File: src/hw/timer_pkg.sv
/*
 * Shared constants and carrier types for the 16-bit standalone timer and the
 * pairable 16/32-bit timer block.
 * Assumes a 20 MHz single clock and a plain register port with 16-bit data.
 */
package timer_pkg;

    // register word indices on the plain register port
    localparam logic [3:0] ADDR_SA_CTL = 4'h0;
    localparam logic [3:0] ADDR_SA_CNT = 4'h1;
    localparam logic [3:0] ADDR_SA_PER = 4'h2;
    localparam logic [3:0] ADDR_EV_CTL = 4'h3;
    localparam logic [3:0] ADDR_EV_CNT = 4'h4;
    localparam logic [3:0] ADDR_EV_PER = 4'h5;
    localparam logic [3:0] ADDR_OD_CTL = 4'h6;
    localparam logic [3:0] ADDR_OD_CNT = 4'h7;
    localparam logic [3:0] ADDR_OD_PER = 4'h8;

    // control field positions
    localparam int BIT_RUN = 15;
    localparam int BIT_IDLE = 13;
    localparam int BIT_GATE = 6;
    localparam int BIT_PS_HI = 5;
    localparam int BIT_PS_LO = 4;
    localparam int BIT_T32 = 3;
    localparam int BIT_SYNC = 2;
    localparam int BIT_SRC = 1;

    // implemented control bits per channel
    localparam logic [15:0] MASK_SA = 16'hA076;
    localparam logic [15:0] MASK_EV = 16'hA07A;
    localparam logic [15:0] MASK_OD = 16'hA072;

    // reset values
    localparam logic [15:0] CTL_RESET = 16'h0000;
    localparam logic [15:0] CNT_RESET = 16'h0000;
    localparam logic [15:0] PER_RESET = 16'hFFFF;

    // prescaler terminal counts
    localparam logic [7:0] PS_DIV1 = 8'h00;
    localparam logic [7:0] PS_DIV8 = 8'h07;
    localparam logic [7:0] PS_DIV64 = 8'h3F;
    localparam logic [7:0] PS_DIV256 = 8'hFF;

    // channel indices
    localparam int CH_SA = 0;
    localparam int CH_EV = 1;
    localparam int CH_OD = 2;

    typedef struct packed {
        logic [3:0] addr;
        logic [15:0] wdata;
        logic wr;
        logic rd;
    } bus_req_t;

    typedef struct packed {
        logic [15:0] ctl;
        logic [15:0] cnt;
        logic [15:0] per;
        logic [7:0] pre;
    } chan_t;

    typedef struct packed {
        chan_t [2:0] ch;
        logic [2:0] sync1;
        logic [2:0] sync2;
        logic [2:0] prev;
        logic [2:0] irq;
        logic adcTrig;
        logic [1:0] dma;
        logic [15:0] rdata;
    } state_t;

endpackage

File: src/hw/timer16_pair32.sv
/*
 * Standalone 16-bit timer plus one pairable timer pair (even and odd member)
 * that runs as two 16-bit timers or as one 32-bit timer.
 * Assumes idleMode and sleepMode come from logic on clk; external clock
 * pins are asynchronous and are synchronised here.
 */
// Added by the designer: the plain strobed port and the register offsets.
// How it works
// - standalone 16-bit timer, sync or async counter
// - irq on period match or gate fall
// - control bit 15 starts and stops counting
// - bit 13 set halts timer in idle
// - bit 6 gates counting, internal clock only
// - bits 5-4 divide by 1,8,64,256
// - bit 2 syncs external clock when selected
// - bit 1 picks external pin or instruction clock
// - unimplemented control bits read as zero
// - pair runs as two 16-bit timers, no async
// - chained pair is 32-bit timer or counter
// - even control bit 3 joins the pair
// - even holds low word, odd high word
// - 32-bit uses even controls, odd irq flag
// - 32-bit count match raises irq
// - this pair drives the converter trigger
// - only this pair requests dma, gives time base
// - even run bit controls whole pair when chained
// - timers may run in idle; in sleep only the standalone timer runs, async external clock only
`timescale 1ns/1ns
module timer16_pair32 (
    input wire logic clk,
    input wire logic rst_n,
    input wire timer_pkg::bus_req_t busReq,
    output logic [15:0] rdata,
    input wire logic [2:0] extClkPin,
    input wire logic idleMode,
    input wire logic sleepMode,
    output logic [2:0] irqPulse,
    output logic adcTrig,
    output logic [1:0] dmaReq,
    output logic [15:0] timeBaseEven,
    output logic [15:0] timeBaseOdd
);

    timer_pkg::state_t s_reg;
    timer_pkg::state_t s_next;

    function automatic logic [7:0] psLimit(input logic [1:0] sel);
        case (sel)
            2'h0: psLimit = timer_pkg::PS_DIV1;
            2'h1: psLimit = timer_pkg::PS_DIV8;
            2'h2: psLimit = timer_pkg::PS_DIV64;
            default: psLimit = timer_pkg::PS_DIV256;
        endcase
    endfunction

    function automatic logic [15:0] ctlMask(input int c);
        if (c == timer_pkg::CH_SA) begin
            ctlMask = timer_pkg::MASK_SA;
        end else if (c == timer_pkg::CH_EV) begin
            ctlMask = timer_pkg::MASK_EV;
        end else begin
            ctlMask = timer_pkg::MASK_OD;
        end
    endfunction

    always_comb begin
        logic pair32;
        logic [15:0] cfg;
        logic [2:0] tick;
        logic [2:0] gfall;
        int pin;
        logic asyncMode;
        logic en;
        logic gated;
        logic ev;
        logic [31:0] cnt32;
        pair32 = 1'b0;
        cfg = 16'h0000;
        tick = 3'h0;
        gfall = 3'h0;
        pin = 0;
        asyncMode = 1'b0;
        en = 1'b0;
        gated = 1'b0;
        ev = 1'b0;
        cnt32 = 32'h0000_0000;
        s_next = s_reg;
        // two-stage pin synchronisers, edge history reads stage two only
        s_next.sync1 = extClkPin;
        s_next.sync2 = s_reg.sync1;
        s_next.prev = s_reg.sync2;
        s_next.irq = 3'h0;
        s_next.dma = 2'h0;
        s_next.adcTrig = 1'b0;
        s_next.rdata = 16'h0000;
        pair32 = s_reg.ch[timer_pkg::CH_EV].ctl[timer_pkg::BIT_T32];
        for (int c = 0; c < 3; c++) begin
            // odd member follows even controls and pin when chained
            if (c == timer_pkg::CH_OD && pair32) begin
                cfg = s_reg.ch[timer_pkg::CH_EV].ctl;
                pin = timer_pkg::CH_EV;
            end else begin
                cfg = s_reg.ch[c].ctl;
                pin = c;
            end
            asyncMode = (c == timer_pkg::CH_SA) && cfg[timer_pkg::BIT_SRC]
                && !cfg[timer_pkg::BIT_SYNC];
            en = cfg[timer_pkg::BIT_RUN]
                && !(idleMode && cfg[timer_pkg::BIT_IDLE])
                && (!sleepMode || asyncMode);
            gated = cfg[timer_pkg::BIT_GATE] && !cfg[timer_pkg::BIT_SRC];
            if (cfg[timer_pkg::BIT_SRC]) begin
                ev = s_reg.sync2[pin] && !s_reg.prev[pin];
            end else if (gated) begin
                ev = s_reg.sync2[pin];
            end else begin
                ev = 1'b1;
            end
            if (!cfg[timer_pkg::BIT_RUN]) begin
                s_next.ch[c].pre = 8'h00;
            end else if (en && ev) begin
                if (s_reg.ch[c].pre >= psLimit(cfg[timer_pkg::BIT_PS_HI:timer_pkg::BIT_PS_LO])) begin
                    s_next.ch[c].pre = 8'h00;
                    tick[c] = 1'b1;
                end else begin
                    s_next.ch[c].pre = s_reg.ch[c].pre + 8'h01;
                end
            end
            gfall[c] = en && gated && !s_reg.sync2[pin] && s_reg.prev[pin];
            // independent 16-bit counting
            if (tick[c] && !(c != timer_pkg::CH_SA && pair32)) begin
                if (s_reg.ch[c].cnt == s_reg.ch[c].per) begin
                    s_next.ch[c].cnt = 16'h0000;
                    s_next.irq[c] = 1'b1;
                end else begin
                    s_next.ch[c].cnt = s_reg.ch[c].cnt + 16'h0001;
                end
            end
            if (gfall[c] && !(c == timer_pkg::CH_EV && pair32)) begin
                s_next.irq[c] = 1'b1;
            end
        end
        // chained 32-bit counting on the even member's tick
        cnt32 = {s_reg.ch[timer_pkg::CH_OD].cnt, s_reg.ch[timer_pkg::CH_EV].cnt};
        if (pair32 && tick[timer_pkg::CH_EV]) begin
            if (cnt32 == {s_reg.ch[timer_pkg::CH_OD].per, s_reg.ch[timer_pkg::CH_EV].per}) begin
                cnt32 = 32'h0000_0000;
                s_next.irq[timer_pkg::CH_OD] = 1'b1;
            end else begin
                cnt32 = cnt32 + 32'h0000_0001;
            end
            s_next.ch[timer_pkg::CH_OD].cnt = cnt32[31:16];
            s_next.ch[timer_pkg::CH_EV].cnt = cnt32[15:0];
        end
        s_next.adcTrig = s_next.irq[timer_pkg::CH_OD];
        s_next.dma = s_next.irq[timer_pkg::CH_OD:timer_pkg::CH_EV];
        // register writes win over counting
        if (busReq.wr) begin
            if (busReq.addr == timer_pkg::ADDR_SA_CTL) begin
                s_next.ch[timer_pkg::CH_SA].ctl = busReq.wdata & ctlMask(timer_pkg::CH_SA);
                s_next.ch[timer_pkg::CH_SA].pre = 8'h00;
            end else if (busReq.addr == timer_pkg::ADDR_SA_CNT) begin
                s_next.ch[timer_pkg::CH_SA].cnt = busReq.wdata;
            end else if (busReq.addr == timer_pkg::ADDR_SA_PER) begin
                s_next.ch[timer_pkg::CH_SA].per = busReq.wdata;
            end else if (busReq.addr == timer_pkg::ADDR_EV_CTL) begin
                s_next.ch[timer_pkg::CH_EV].ctl = busReq.wdata & ctlMask(timer_pkg::CH_EV);
                s_next.ch[timer_pkg::CH_EV].pre = 8'h00;
                s_next.ch[timer_pkg::CH_OD].pre = 8'h00;
            end else if (busReq.addr == timer_pkg::ADDR_EV_CNT) begin
                s_next.ch[timer_pkg::CH_EV].cnt = busReq.wdata;
            end else if (busReq.addr == timer_pkg::ADDR_EV_PER) begin
                s_next.ch[timer_pkg::CH_EV].per = busReq.wdata;
            end else if (busReq.addr == timer_pkg::ADDR_OD_CTL) begin
                s_next.ch[timer_pkg::CH_OD].ctl = busReq.wdata & ctlMask(timer_pkg::CH_OD);
                s_next.ch[timer_pkg::CH_OD].pre = 8'h00;
            end else if (busReq.addr == timer_pkg::ADDR_OD_CNT) begin
                s_next.ch[timer_pkg::CH_OD].cnt = busReq.wdata;
            end else if (busReq.addr == timer_pkg::ADDR_OD_PER) begin
                s_next.ch[timer_pkg::CH_OD].per = busReq.wdata;
            end
        end
        // read data one cycle after the strobe, unmapped reads zero
        if (busReq.rd) begin
            if (busReq.addr == timer_pkg::ADDR_SA_CTL) begin
                s_next.rdata = s_reg.ch[timer_pkg::CH_SA].ctl;
            end else if (busReq.addr == timer_pkg::ADDR_SA_CNT) begin
                s_next.rdata = s_reg.ch[timer_pkg::CH_SA].cnt;
            end else if (busReq.addr == timer_pkg::ADDR_SA_PER) begin
                s_next.rdata = s_reg.ch[timer_pkg::CH_SA].per;
            end else if (busReq.addr == timer_pkg::ADDR_EV_CTL) begin
                s_next.rdata = s_reg.ch[timer_pkg::CH_EV].ctl;
            end else if (busReq.addr == timer_pkg::ADDR_EV_CNT) begin
                s_next.rdata = s_reg.ch[timer_pkg::CH_EV].cnt;
            end else if (busReq.addr == timer_pkg::ADDR_EV_PER) begin
                s_next.rdata = s_reg.ch[timer_pkg::CH_EV].per;
            end else if (busReq.addr == timer_pkg::ADDR_OD_CTL) begin
                s_next.rdata = s_reg.ch[timer_pkg::CH_OD].ctl;
            end else if (busReq.addr == timer_pkg::ADDR_OD_CNT) begin
                s_next.rdata = s_reg.ch[timer_pkg::CH_OD].cnt;
            end else if (busReq.addr == timer_pkg::ADDR_OD_PER) begin
                s_next.rdata = s_reg.ch[timer_pkg::CH_OD].per;
            end
        end
    end

    always_ff @(posedge clk or negedge rst_n) begin
        if (!rst_n) begin
            for (int c = 0; c < 3; c++) begin
                s_reg.ch[c].ctl <= timer_pkg::CTL_RESET;
                s_reg.ch[c].cnt <= timer_pkg::CNT_RESET;
                s_reg.ch[c].per <= timer_pkg::PER_RESET;
                s_reg.ch[c].pre <= 8'h00;
            end
            s_reg.sync1 <= 3'h0;
            s_reg.sync2 <= 3'h0;
            s_reg.prev <= 3'h0;
            s_reg.irq <= 3'h0;
            s_reg.adcTrig <= 1'b0;
            s_reg.dma <= 2'h0;
            s_reg.rdata <= 16'h0000;
        end else begin
            s_reg <= s_next;
        end
    end

    assign rdata = s_reg.rdata;
    assign irqPulse = s_reg.irq;
    assign adcTrig = s_reg.adcTrig;
    assign dmaReq = s_reg.dma;
    assign timeBaseEven = s_reg.ch[timer_pkg::CH_EV].cnt;
    assign timeBaseOdd = s_reg.ch[timer_pkg::CH_OD].cnt;

endmodule

File: config.mk
export PLATFORM = sky130hd
export DESIGN_NAME = timer16_pair32
export DESIGN_NICKNAME = d
export VERILOG_FILES = /design/src/hw/timer_pkg.sv /design/src/hw/timer16_pair32.sv
export SDC_FILE = /design/constraint.sdc
export NUM_CORES = 1
export LEC_CHECK = 0
export CAP_MARGIN = 20
export CELL_PAD_IN_SITES_DETAIL_PLACEMENT = 1
export CELL_PAD_IN_SITES_GLOBAL_PLACEMENT = 1
export CORE_AREA = 2 2 136 165
export CTS_CLUSTER_SIZE = 14
export DETAILED_ROUTE_END_ITERATION = 8
export DIE_AREA = 0 0 138 167
export DONT_BUFFER_PORTS = 1
export PLACE_DENSITY = 0.85
export SLEW_MARGIN = 10
export SYNTH_ARGS = -nofsm -noshare
export SYNTH_HDL_FRONTEND = slang
export SYNTH_SLANG_ARGS = --single-unit
File: constraint.sdc
create_clock -name clk -period 3.7 [get_ports clk]
set_input_delay 0.555 -clock clk [delete_from_list [all_inputs] [get_ports clk]]
set_output_delay 0.555 -clock clk [all_outputs]
set_load 0.01 [all_outputs]
=== Word-level counts from Yosys, hierarchy flattened ===
Cells that the tools add are included.

* Logic and storage cells: 210
* Input port bits: 29
* Bits in registers: 171

* Bitwise operators: 8
* Order comparisons: 4
* Reductions and logical operators: 58
* Add/subtract/negate cells: 7
* Multiplexer cells: 96
* Eq/ne operators: 18

{| class="wikitable"
|+ Operators with widths
! cell !! count
|-
| 16-bit 2-to-1 mux || 30
|-
| 96-bit 2-to-1 mux || 3
|-
| 32-bit 2-to-1 mux || 5
|-
| 152-bit 2-to-1 mux || 1
|-
| 8-bit 2-to-1 mux || 19
|-
| 40-bit 2-to-1 mux || 2
|-
| 8-bit one-hot mux with 3 select lines || 3
|-
| 16-bit by 1-bit adder with 16-bit output (second input constant) || 3
|-
| 16-bit == test || 3
|-
| 32-bit by 1-bit adder with 32-bit output (second input constant) || 1
|-
| 32-bit == test || 1
|-
| 1-bit logical AND || 32
|-
| 32-bit by 4-bit less-than comparator with 1-bit output (second input constant) || 1
|-
| 1-bit 2-to-1 mux || 30
|-
| 8-bit by 1-bit adder with 8-bit output (second input constant) || 3
|-
| 8-bit >= comparator || 3
|-
| 4-bit by 3-bit == test with 1-bit output (second input constant) || 4
|-
| 1-bit zero test || 15
|-
| 10-bit AND reduction || 1
|-
| 4-bit by 2-bit == test with 1-bit output (second input constant) || 2
|-
| 1-bit inverter || 8
|-
| 8-bit AND reduction || 1
|-
| 7-bit AND reduction || 1
|-
| 2-bit by 1-bit == test with 1-bit output (second input constant) || 3
|-
| 11 further kinds || 16
|}

=== Longest topological paths before layout ===
Gate-level depths: netlist of run 1.

* Depth after elaboration: 26
* Mapped depth: 13
* Gate-level depth less buffers: 11

=== Worst setup path after synthesis of run 1 ===
No wires, ideal clock.

* Path kind: register -> register
* Start point: register s_reg[130] (netlist name)
* End point: register s_reg, in the netlist timeBaseOdd[0]
* Cell stages (with the launch flop): 13
* Path buffers: 2
* Arrival: 2677 ps
* Setup slack: 902 ps
* Period minus slack after synthesis: 2798 ps
* Library setup time: 121 ps
* Path through: dfrtp_1 -> buf_2 -> mux2i_1 -> ha_1 -> a21o_1 -> a2111oi_0 -> o21a_1 -> nor4_2 -> nand2b_1 -> buf_2 -> o21ai_1 -> mux2_2 -> a22o_1

{| class="wikitable"
|+ RTL lines
! what !! line !! source
|-
| start, declared || timer16_pair32.sv:44 || <nowiki>timer_pkg::state_t s_reg;</nowiki>
|-
| start signal, assigned || timer16_pair32.sv:223 || <nowiki>s_reg <= s_next;</nowiki>
|}

==> flow_summary.yaml, run 1 <==
detailed_routing:
  wl_met3_um: 1890
  met2_length_um: 17600
  first_pass_iters: 8
  met1_length_um: 13400
  highest_layer: "met4"
  wl_um: 35600
  viasPerCell: 6.47
  wire_per_inst_um: 26.4
  num_vias: 8716
  ant_nets: 0
  drc: 0
  drt-initial-drc-count: 578
setup_path:
  cp-end-kind: "flip-flop"
  start_kind: "flip-flop"
  critPathMaxFanout: 7
  slowest_stage: "o31ai_2"
  required_ns: 3.96
  critPathMostFrequentCell: "nor2_1"
  crit_chain: "nor2_1 > inv_1 > ha_1 > nand2b_1 > a2111oi_0 > nor3_1 > o31ai_2 > or3_1 > nor2_1 > buf_4 > a22oi_1 > o21ai_0"
  worst_ep_arrival_time_ns: 3.71
  cpLargestDelayFamily: "compound AO/OA/AOI/OAI gates"
  worstSetupPathType: "flip-flop to flip-flop"
  crit_buf_inv: 2
  cp_slowest_stage_delay_ns: 0.52
pwr:
  power_density_nw_per_um2: 559
  ir_drop_mv: 0.382
  total_power_w: 0.00627
  power_leakage_nw: 4.49
sta:
  slew_viol_final: 0
  hold_violations: 0
  setup_viol: 0
  finalCritPeriodShare_pct: 93.1
  grt_setup_unrepaired: "false"
  timing.fmax_ghz: 0.290
  relSlewSlack_pct: 32.2
  post-route-min-period_ns: 3.45
  worst_pin_slew_ns: 1.01
  finClkSkew_ns: 0.00969
  fin_tns_setup_ns: 0
synth:
  synth_area_leader_cell: "dfrtp_1"
  ys_seq_area_share_pct: 40.4
  synth_ff_type: "dfrtp_1"
  synth_top_area_share_pct: 28.4
  synth_seq_cells: 168
  ys_warn_count: 0
  syn_area_per_cell_um2: 9.35
  syn_area_um2: 10600
  syn-num-nets: 1186
  syn_inst: 1129
  synth_edf_count: 0
  ys_async_sr_fraction_pct: 100
  synth_area_leaders: "dfrtp_1, dfstp_2, mux2_2"
  synth_cell_types: 71
grt:
  overflow: 0
  grt_pass1_wl_um: 54900
  grt_max_degree: 169
  grt_pass1_vias: 9214
  grt_usage_pct: 30.8
  antenna_found_initial: 0
floorplan:
  die_area_um2: 23000
  start_util_pct: 49.3
  core_area_um2: 21400
  ios: 83
  row_count: 59
  die_h_um: 167
  die_w_um: 138
cells_and_area:
  diodes: 0
  n_fill_cell: 2399
  layout_commonest_cell: "dfrtp_1"
  fin_nets: 1118
  largest_reg_flops: 111
  mostFrequentLayoutCells: "dfrtp_1, nor2_1, nand2_1"
  synthToLayoutAreaGrowth_pct: 6.03
  drive_above_1_share_pct: 19.1
status:
  status: "finished, final reports clean"
clocking:
  clock-root-buffer: "clkbuf_16"
  clkLatencyLatePin_ns: 0.44
  clk_pin_slew_ns: 0.07
  post-cts-setup-buffers: 0
  cts_tree: "done"
  cts_htree_levels: 4
  numCtsBuffers: 17
  clk_path_buf_depth: 2
  clkSinkCount: 168
placement:
  port_buffers: 0
  post-dp-hpwl_um: 24600
  gp_congestion: 0.907
hold_path:
  hold_path_class: "input pin to asynchronous set/reset pin"
run:
  maxCapViolations: 0
## repair_timing
| action | in CTS | in global routing |
|---|---|---|
| endpoints found under the setup margin | 0 | 1 |
| hold endpoints to repair | 168 | 125 |
| resized for setup | 0 | 1 |
## final cells by class
cell class,instances,area [µm²],share of cell area (%)
repair buffers,38,325,2.91
flip-flops and latches,168,4260,38.1
clock buffers,21,450,4.02
multi-input cells,815,5540,49.5
well taps,274,343,3.06
inverters,21,78.8,0.704
clock inverters,11,194,1.73
## Yosys cell counts, types with 5 or more instances
library cell / n
nand3b_1: 7
ha_1: 28
o21ai_0: 55
nand2b_1: 13
nand4_1: 16
and2_1: 16
inv_1: 20
nand3_1: 26
buf_4: 54
o22ai_1: 6
o21ai_1: 9
or3_1: 9
buf_2: 13
dfstp_2: 48
o221ai_1: 9
nor3_1: 22
o211ai_1: 9
nor2b_1: 12
nand2_1: 78
mux2i_1: 11
a211oi_1: 10
mux2_2: 66
a21o_1: 5
nor4_1: 21
nor2_1: 100
dfrtp_1: 120
clkbuf_1: 53
nor3b_1: 5
xor2_1: 52
a22oi_1: 33
a31oi_1: 14
and3_1: 9
a21oi_1: 64
xnor2_1: 48
a22o_1: 5
or2_2: 5
## per-stage QoR
step                      cells  area, µm²  worst slack (ns)  hold WS (ns)  util, %
final                      1348      11200             0.254        0.0782     52.3
after global routing       1348      11200            0.0833        0.0620     52.3
after CTS                  1346      11100             0.188        -0.208     52.0
after detailed placement   1314      10500             0.201         0.263     49.0
after global placement     1314      10500             0.491         0.263     49.0
after floorplan            1129      10600             0.902         0.259        -
## worst register-to-register path, stage by stage (launching register included)
cell and delay, ns:
dfrtp_1 0.44, nor2_1 0.22, inv_1 0.07, ha_1 0.26, nand2b_1 0.14, a2111oi_0 0.44
nor3_1 0.11, o31ai_2 0.52, or3_1 0.37, nor2_1 0.17, buf_4 0.20, a22oi_1 0.17
o21ai_0 0.16
## layer usage
metal  track usage [%]  vias up
li1                  -     3829
met3              6.53      141
met2              51.9      315
met4              22.2        0
met5                 0        -
met1              34.6     4431
## worst paths after layout
| kind | slack, ns | start | end | cells after the start |
|---|---|---|---|---|
| min | 0.08 | rst_n | s_reg[33]$_DFF_PN0_ | 1 |
| max | 0.25 | s_reg[131]$_DFFE_PN0P_ | timeBaseOdd[14]$_DFF_PN0_ | 12 |
| min in group clk | 0.14 | extClkPin[0] | s_next[25]$_DFF_PN0_ | 0 |
| max in group asynchronous | 3.10 | rst_n | s_reg[198]$_DFFE_PN0P_ | 1 |
| max reg2reg | 0.25 | s_reg[131]$_DFFE_PN0P_ | timeBaseOdd[14]$_DFF_PN0_ | 12 |
| min reg2reg | 0.35 | s_next[26]$_DFF_PN0_ | s_next[23]$_DFF_PN0_ | 0 |
## where the power goes
group	switching [W]	internal (W)	total, W
logic	0.000837	0.000675	0.00151
clock network	0.000778	0.00122	0.00200
registers	0.000507	0.00225	0.00276
## cells by family (layout without fill, tap and decap cells)
| family | Yosys count | after routing | share of synthesized area, % |
|---|---|---|---|
| buf+inv | 146 | 91 | 7.29 |
| fa+ha+maj | 28 | 28 | 3.32 |
| xor+xnor | 100 | 100 | 8.29 |
| mux | 78 | 78 | 8.22 |
| simple gates | 364 | 364 | 17.6 |
| flops | 168 | 168 | 40.4 |
| compound gates | 245 | 245 | 14.9 |
Note: power is estimated with default switching activity, not from simulation.
==> run 2: changes to the inputs <==
ABC_AREA = 1   (was not set)
CORE_AREA = 2 2 143 173   (was 2 2 136 165)
DIE_AREA = 0 0 145 175   (was 0 0 138 167)
PLACE_DENSITY = 0.86   (was 0.85)
==> run 2 against run 1 <==
Clock-buffer cell count is 2 lower. First-iteration DRC count is 22% higher. Critical path depth is 2 higher. Routed wire length is 9.6% higher. Sequential power hardly changed. Utilization is 2.8 points lower. Critical path type unchanged. Highest routed layer unchanged.
==> flow_summary.yaml, run 2 <==
cells_and_area:
  final_cells: 1795
  drive_above_1_share_pct: 8.95
  n_fill_cell: 3078
  layout_commonest_cell: "nand2_1"
  synthToLayoutAreaGrowth_pct: 4.87
  largest_reg_flops: 111
  fin_nets: 1519
  diodes: 0
  utilization_pct: 49.5
  mostFrequentLayoutCells: "nand2_1, inv_1, nor2_1"
detailed_routing:
  viasPerCell: 5.90
  wire_per_inst_um: 21.7
  drc: 0
  num_vias: 10600
  wl_um: 39000
  drt-initial-drc-count: 706
  first_pass_iters: 5
  ant_nets: 0
sta:
  grt_setup_unrepaired: "false"
  setup_viol: 0
  fin_tns_setup_ns: 0
  relSlewSlack_pct: 38.3
  finalCritPeriodShare_pct: 79.9
  slew_viol_final: 0
  finClkSkew_ns: 0.0124
  hold_violations: 0
  timing.fmax_ghz: 0.338
  worst_pin_slew_ns: 0.924
  post-route-min-period_ns: 2.96
clocking:
  clk_pin_slew_ns: 0.07
  clock-root-buffer: "clkbuf_16"
  clkSinkCount: 168
  cts_resized: 0
  clkLatencyLatePin_ns: 0.45
  numCtsBuffers: 17
  post-cts-setup-buffers: 0
  cts_tree: "done"
  clk_path_buf_depth: 2
  cts_htree_levels: 4
synth:
  ys_top_cells_by_count: "nand2_1, inv_1, nor2_1, dfrtp_1, o21ai_0"
  synth_area_leader_cell: "dfrtp_1"
  synth_edf_count: 0
  synth_area_leaders: "dfrtp_1, nand2_1, dfstp_2"
  yosysMostFrequentCell: "nand2_1"
  syn_area_um2: 11200
  ys_async_sr_fraction_pct: 100
  synth_top_area_share_pct: 26.9
  synth_ff_type: "dfrtp_1"
  ys_warn_count: 0
  syn-num-nets: 1581
  synth_seq_cells: 168
  synth_cell_types: 50
  ys_seq_area_share_pct: 38.2
  syn_inst: 1524
  syn_area_per_cell_um2: 7.33
pwr:
  pwr-share-seq_pct: 44.1
  combPwrFrac_pct: 26.7
  power_density_nw_per_um2: 532
  p_sw_w: 0.00245
  swShare_pct: 39.3
  p_int_w: 0.00378
  power_leakage_nw: 5.48
  power_frac_clock_pct: 29.2
  ir_drop_mv: 0.332
  total_power_w: 0.00623
floorplan:
  die_w_um: 145
  row_count: 62
  die_h_um: 175
  ios: 83
  core_area_um2: 23700
  start_util_pct: 47.2
  die_area_um2: 25400
grt:
  overflow: 0
  grt_pass1_wl_um: 61400
  grt_max_degree: 169
  antenna_found_initial: 0
  grt_usage_pct: 30.9
  grt_pass1_vias: 11100
placement:
  port_buffers: 0
  post-dp-hpwl_um: 28700
  dp.cells: 1761
  gp_congestion: 0.980
hold_path:
  hold_path_class: "input pin to asynchronous set/reset pin"
setup_path:
  worst_ep_arrival_time_ns: 3.34
  critPathMaxFanout: 25
  required_ns: 4.08
  start_kind: "flip-flop"
  worstSetupPathType: "flip-flop to flip-flop"
  cp-end-kind: "flip-flop"
status:
  status: "finished, final reports clean"
run:
  maxCapViolations: 0
[run 2: cell count changes after synthesis, sizes merged, moves of 12 or more]
cell / before / now
nand2: 78 / 391
inv: 20 / 194
mux2: 67 / 0
o21ai: 65 / 128
nand3: 26 / 65
nor2: 103 / 139
nand4: 16 / 50
clkbuf: 55 / 31
a22oi: 33 / 10
xnor2: 48 / 26
and2: 17 / 0
nor4: 23 / 8
nand2b: 13 / 1
nor2b: 12 / 0
[run 2: logic make-up after synthesis]
| group | Yosys count | share of synthesized area [%] |
|---|---|---|
| compound gates | 256 | 13.3 |
| xor+xnor | 71 | 5.57 |
| fa+ha+maj | 28 | 3.14 |
| buf+inv | 295 | 12.1 |
| flops | 168 | 38.2 |
| simple gates | 706 | 27.7 |
[run 2: area by class of cell]
class	count	area, µm²	area share (%)
Clock buffer	19	453	3.87
Clock inverter	13	133	1.13
Inverter	196	741	6.32
Multi-Input combinational cell	1061	5560	47.4
Sequential cell	168	4260	36.4
Tap cell	320	400	3.42
Timing Repair Buffer	18	168	1.43
[run 2: worst max-delay path, stage by stage (launching register included)]
cell     delay, ns
dfrtp_1       0.70
inv_6         0.20
nand2_2       0.12
nand2_2       0.12
inv_1         0.08
nand2_1       0.07
ha_1          0.31
nand2_1       0.08
nor2_1        0.14
nand4_1       0.16
nand3_4       0.27
nand3_4       0.25
nand2_1       0.13
nand3_1       0.08
a21oi_1       0.15
[run 2: power groups by stage]
stage	Sequential (W)	Clock [W]	Combinational [W]
after floorplan	0.00250	0	0.00143
after global placement	0.00275	0	0.00150
after detailed placement	0.00276	0	0.00158
after CTS	0.00273	0.00184	0.00161
after global routing	0.00279	0.00191	0.00188
final	0.00275	0.00182	0.00166
[run 2: final timing paths]
check	end	cells past startpoint	slack [ns]	from
setup / recovery	timeBaseOdd[2]$_DFF_PN0_	14	0.74	s_reg[130]$_DFFE_PN0P_
hold / removal	s_reg[145]$_DFF_PN0_	1	0.07	rst_n
setup reg to reg	timeBaseOdd[2]$_DFF_PN0_	14	0.74	s_reg[130]$_DFFE_PN0P_
hold reg to reg	s_next[22]$_DFF_PN0_	0	0.35	s_next[25]$_DFF_PN0_
max in group asynchronous	s_reg[73]$_DFFE_PN0P_	1	3.05	rst_n
min in group clk	s_next[27]$_DFF_PN0_	0	0.13	extClkPin[2]
[run 2: per-layer routing]
metal	GRT usage [%]	up-vias	part of all wire, %
met5	0	-	0
met4	13.8	0	4.0
met3	6.06	112	6.2
met2	53.8	366	50
met1	37.1	5284	40
li1	-	4831	-
[run 2: through the flow]
step                setup slack [ns]  instance area, µm²  hold WS, ns
global placement               0.934               11100        0.268
finish                         0.743               11700       0.0695
global route                   0.388               11700        0.112
detailed placement             0.789               11100        0.268
CTS                            0.744               11700       -0.211
floorplan                       1.60               11200        0.259
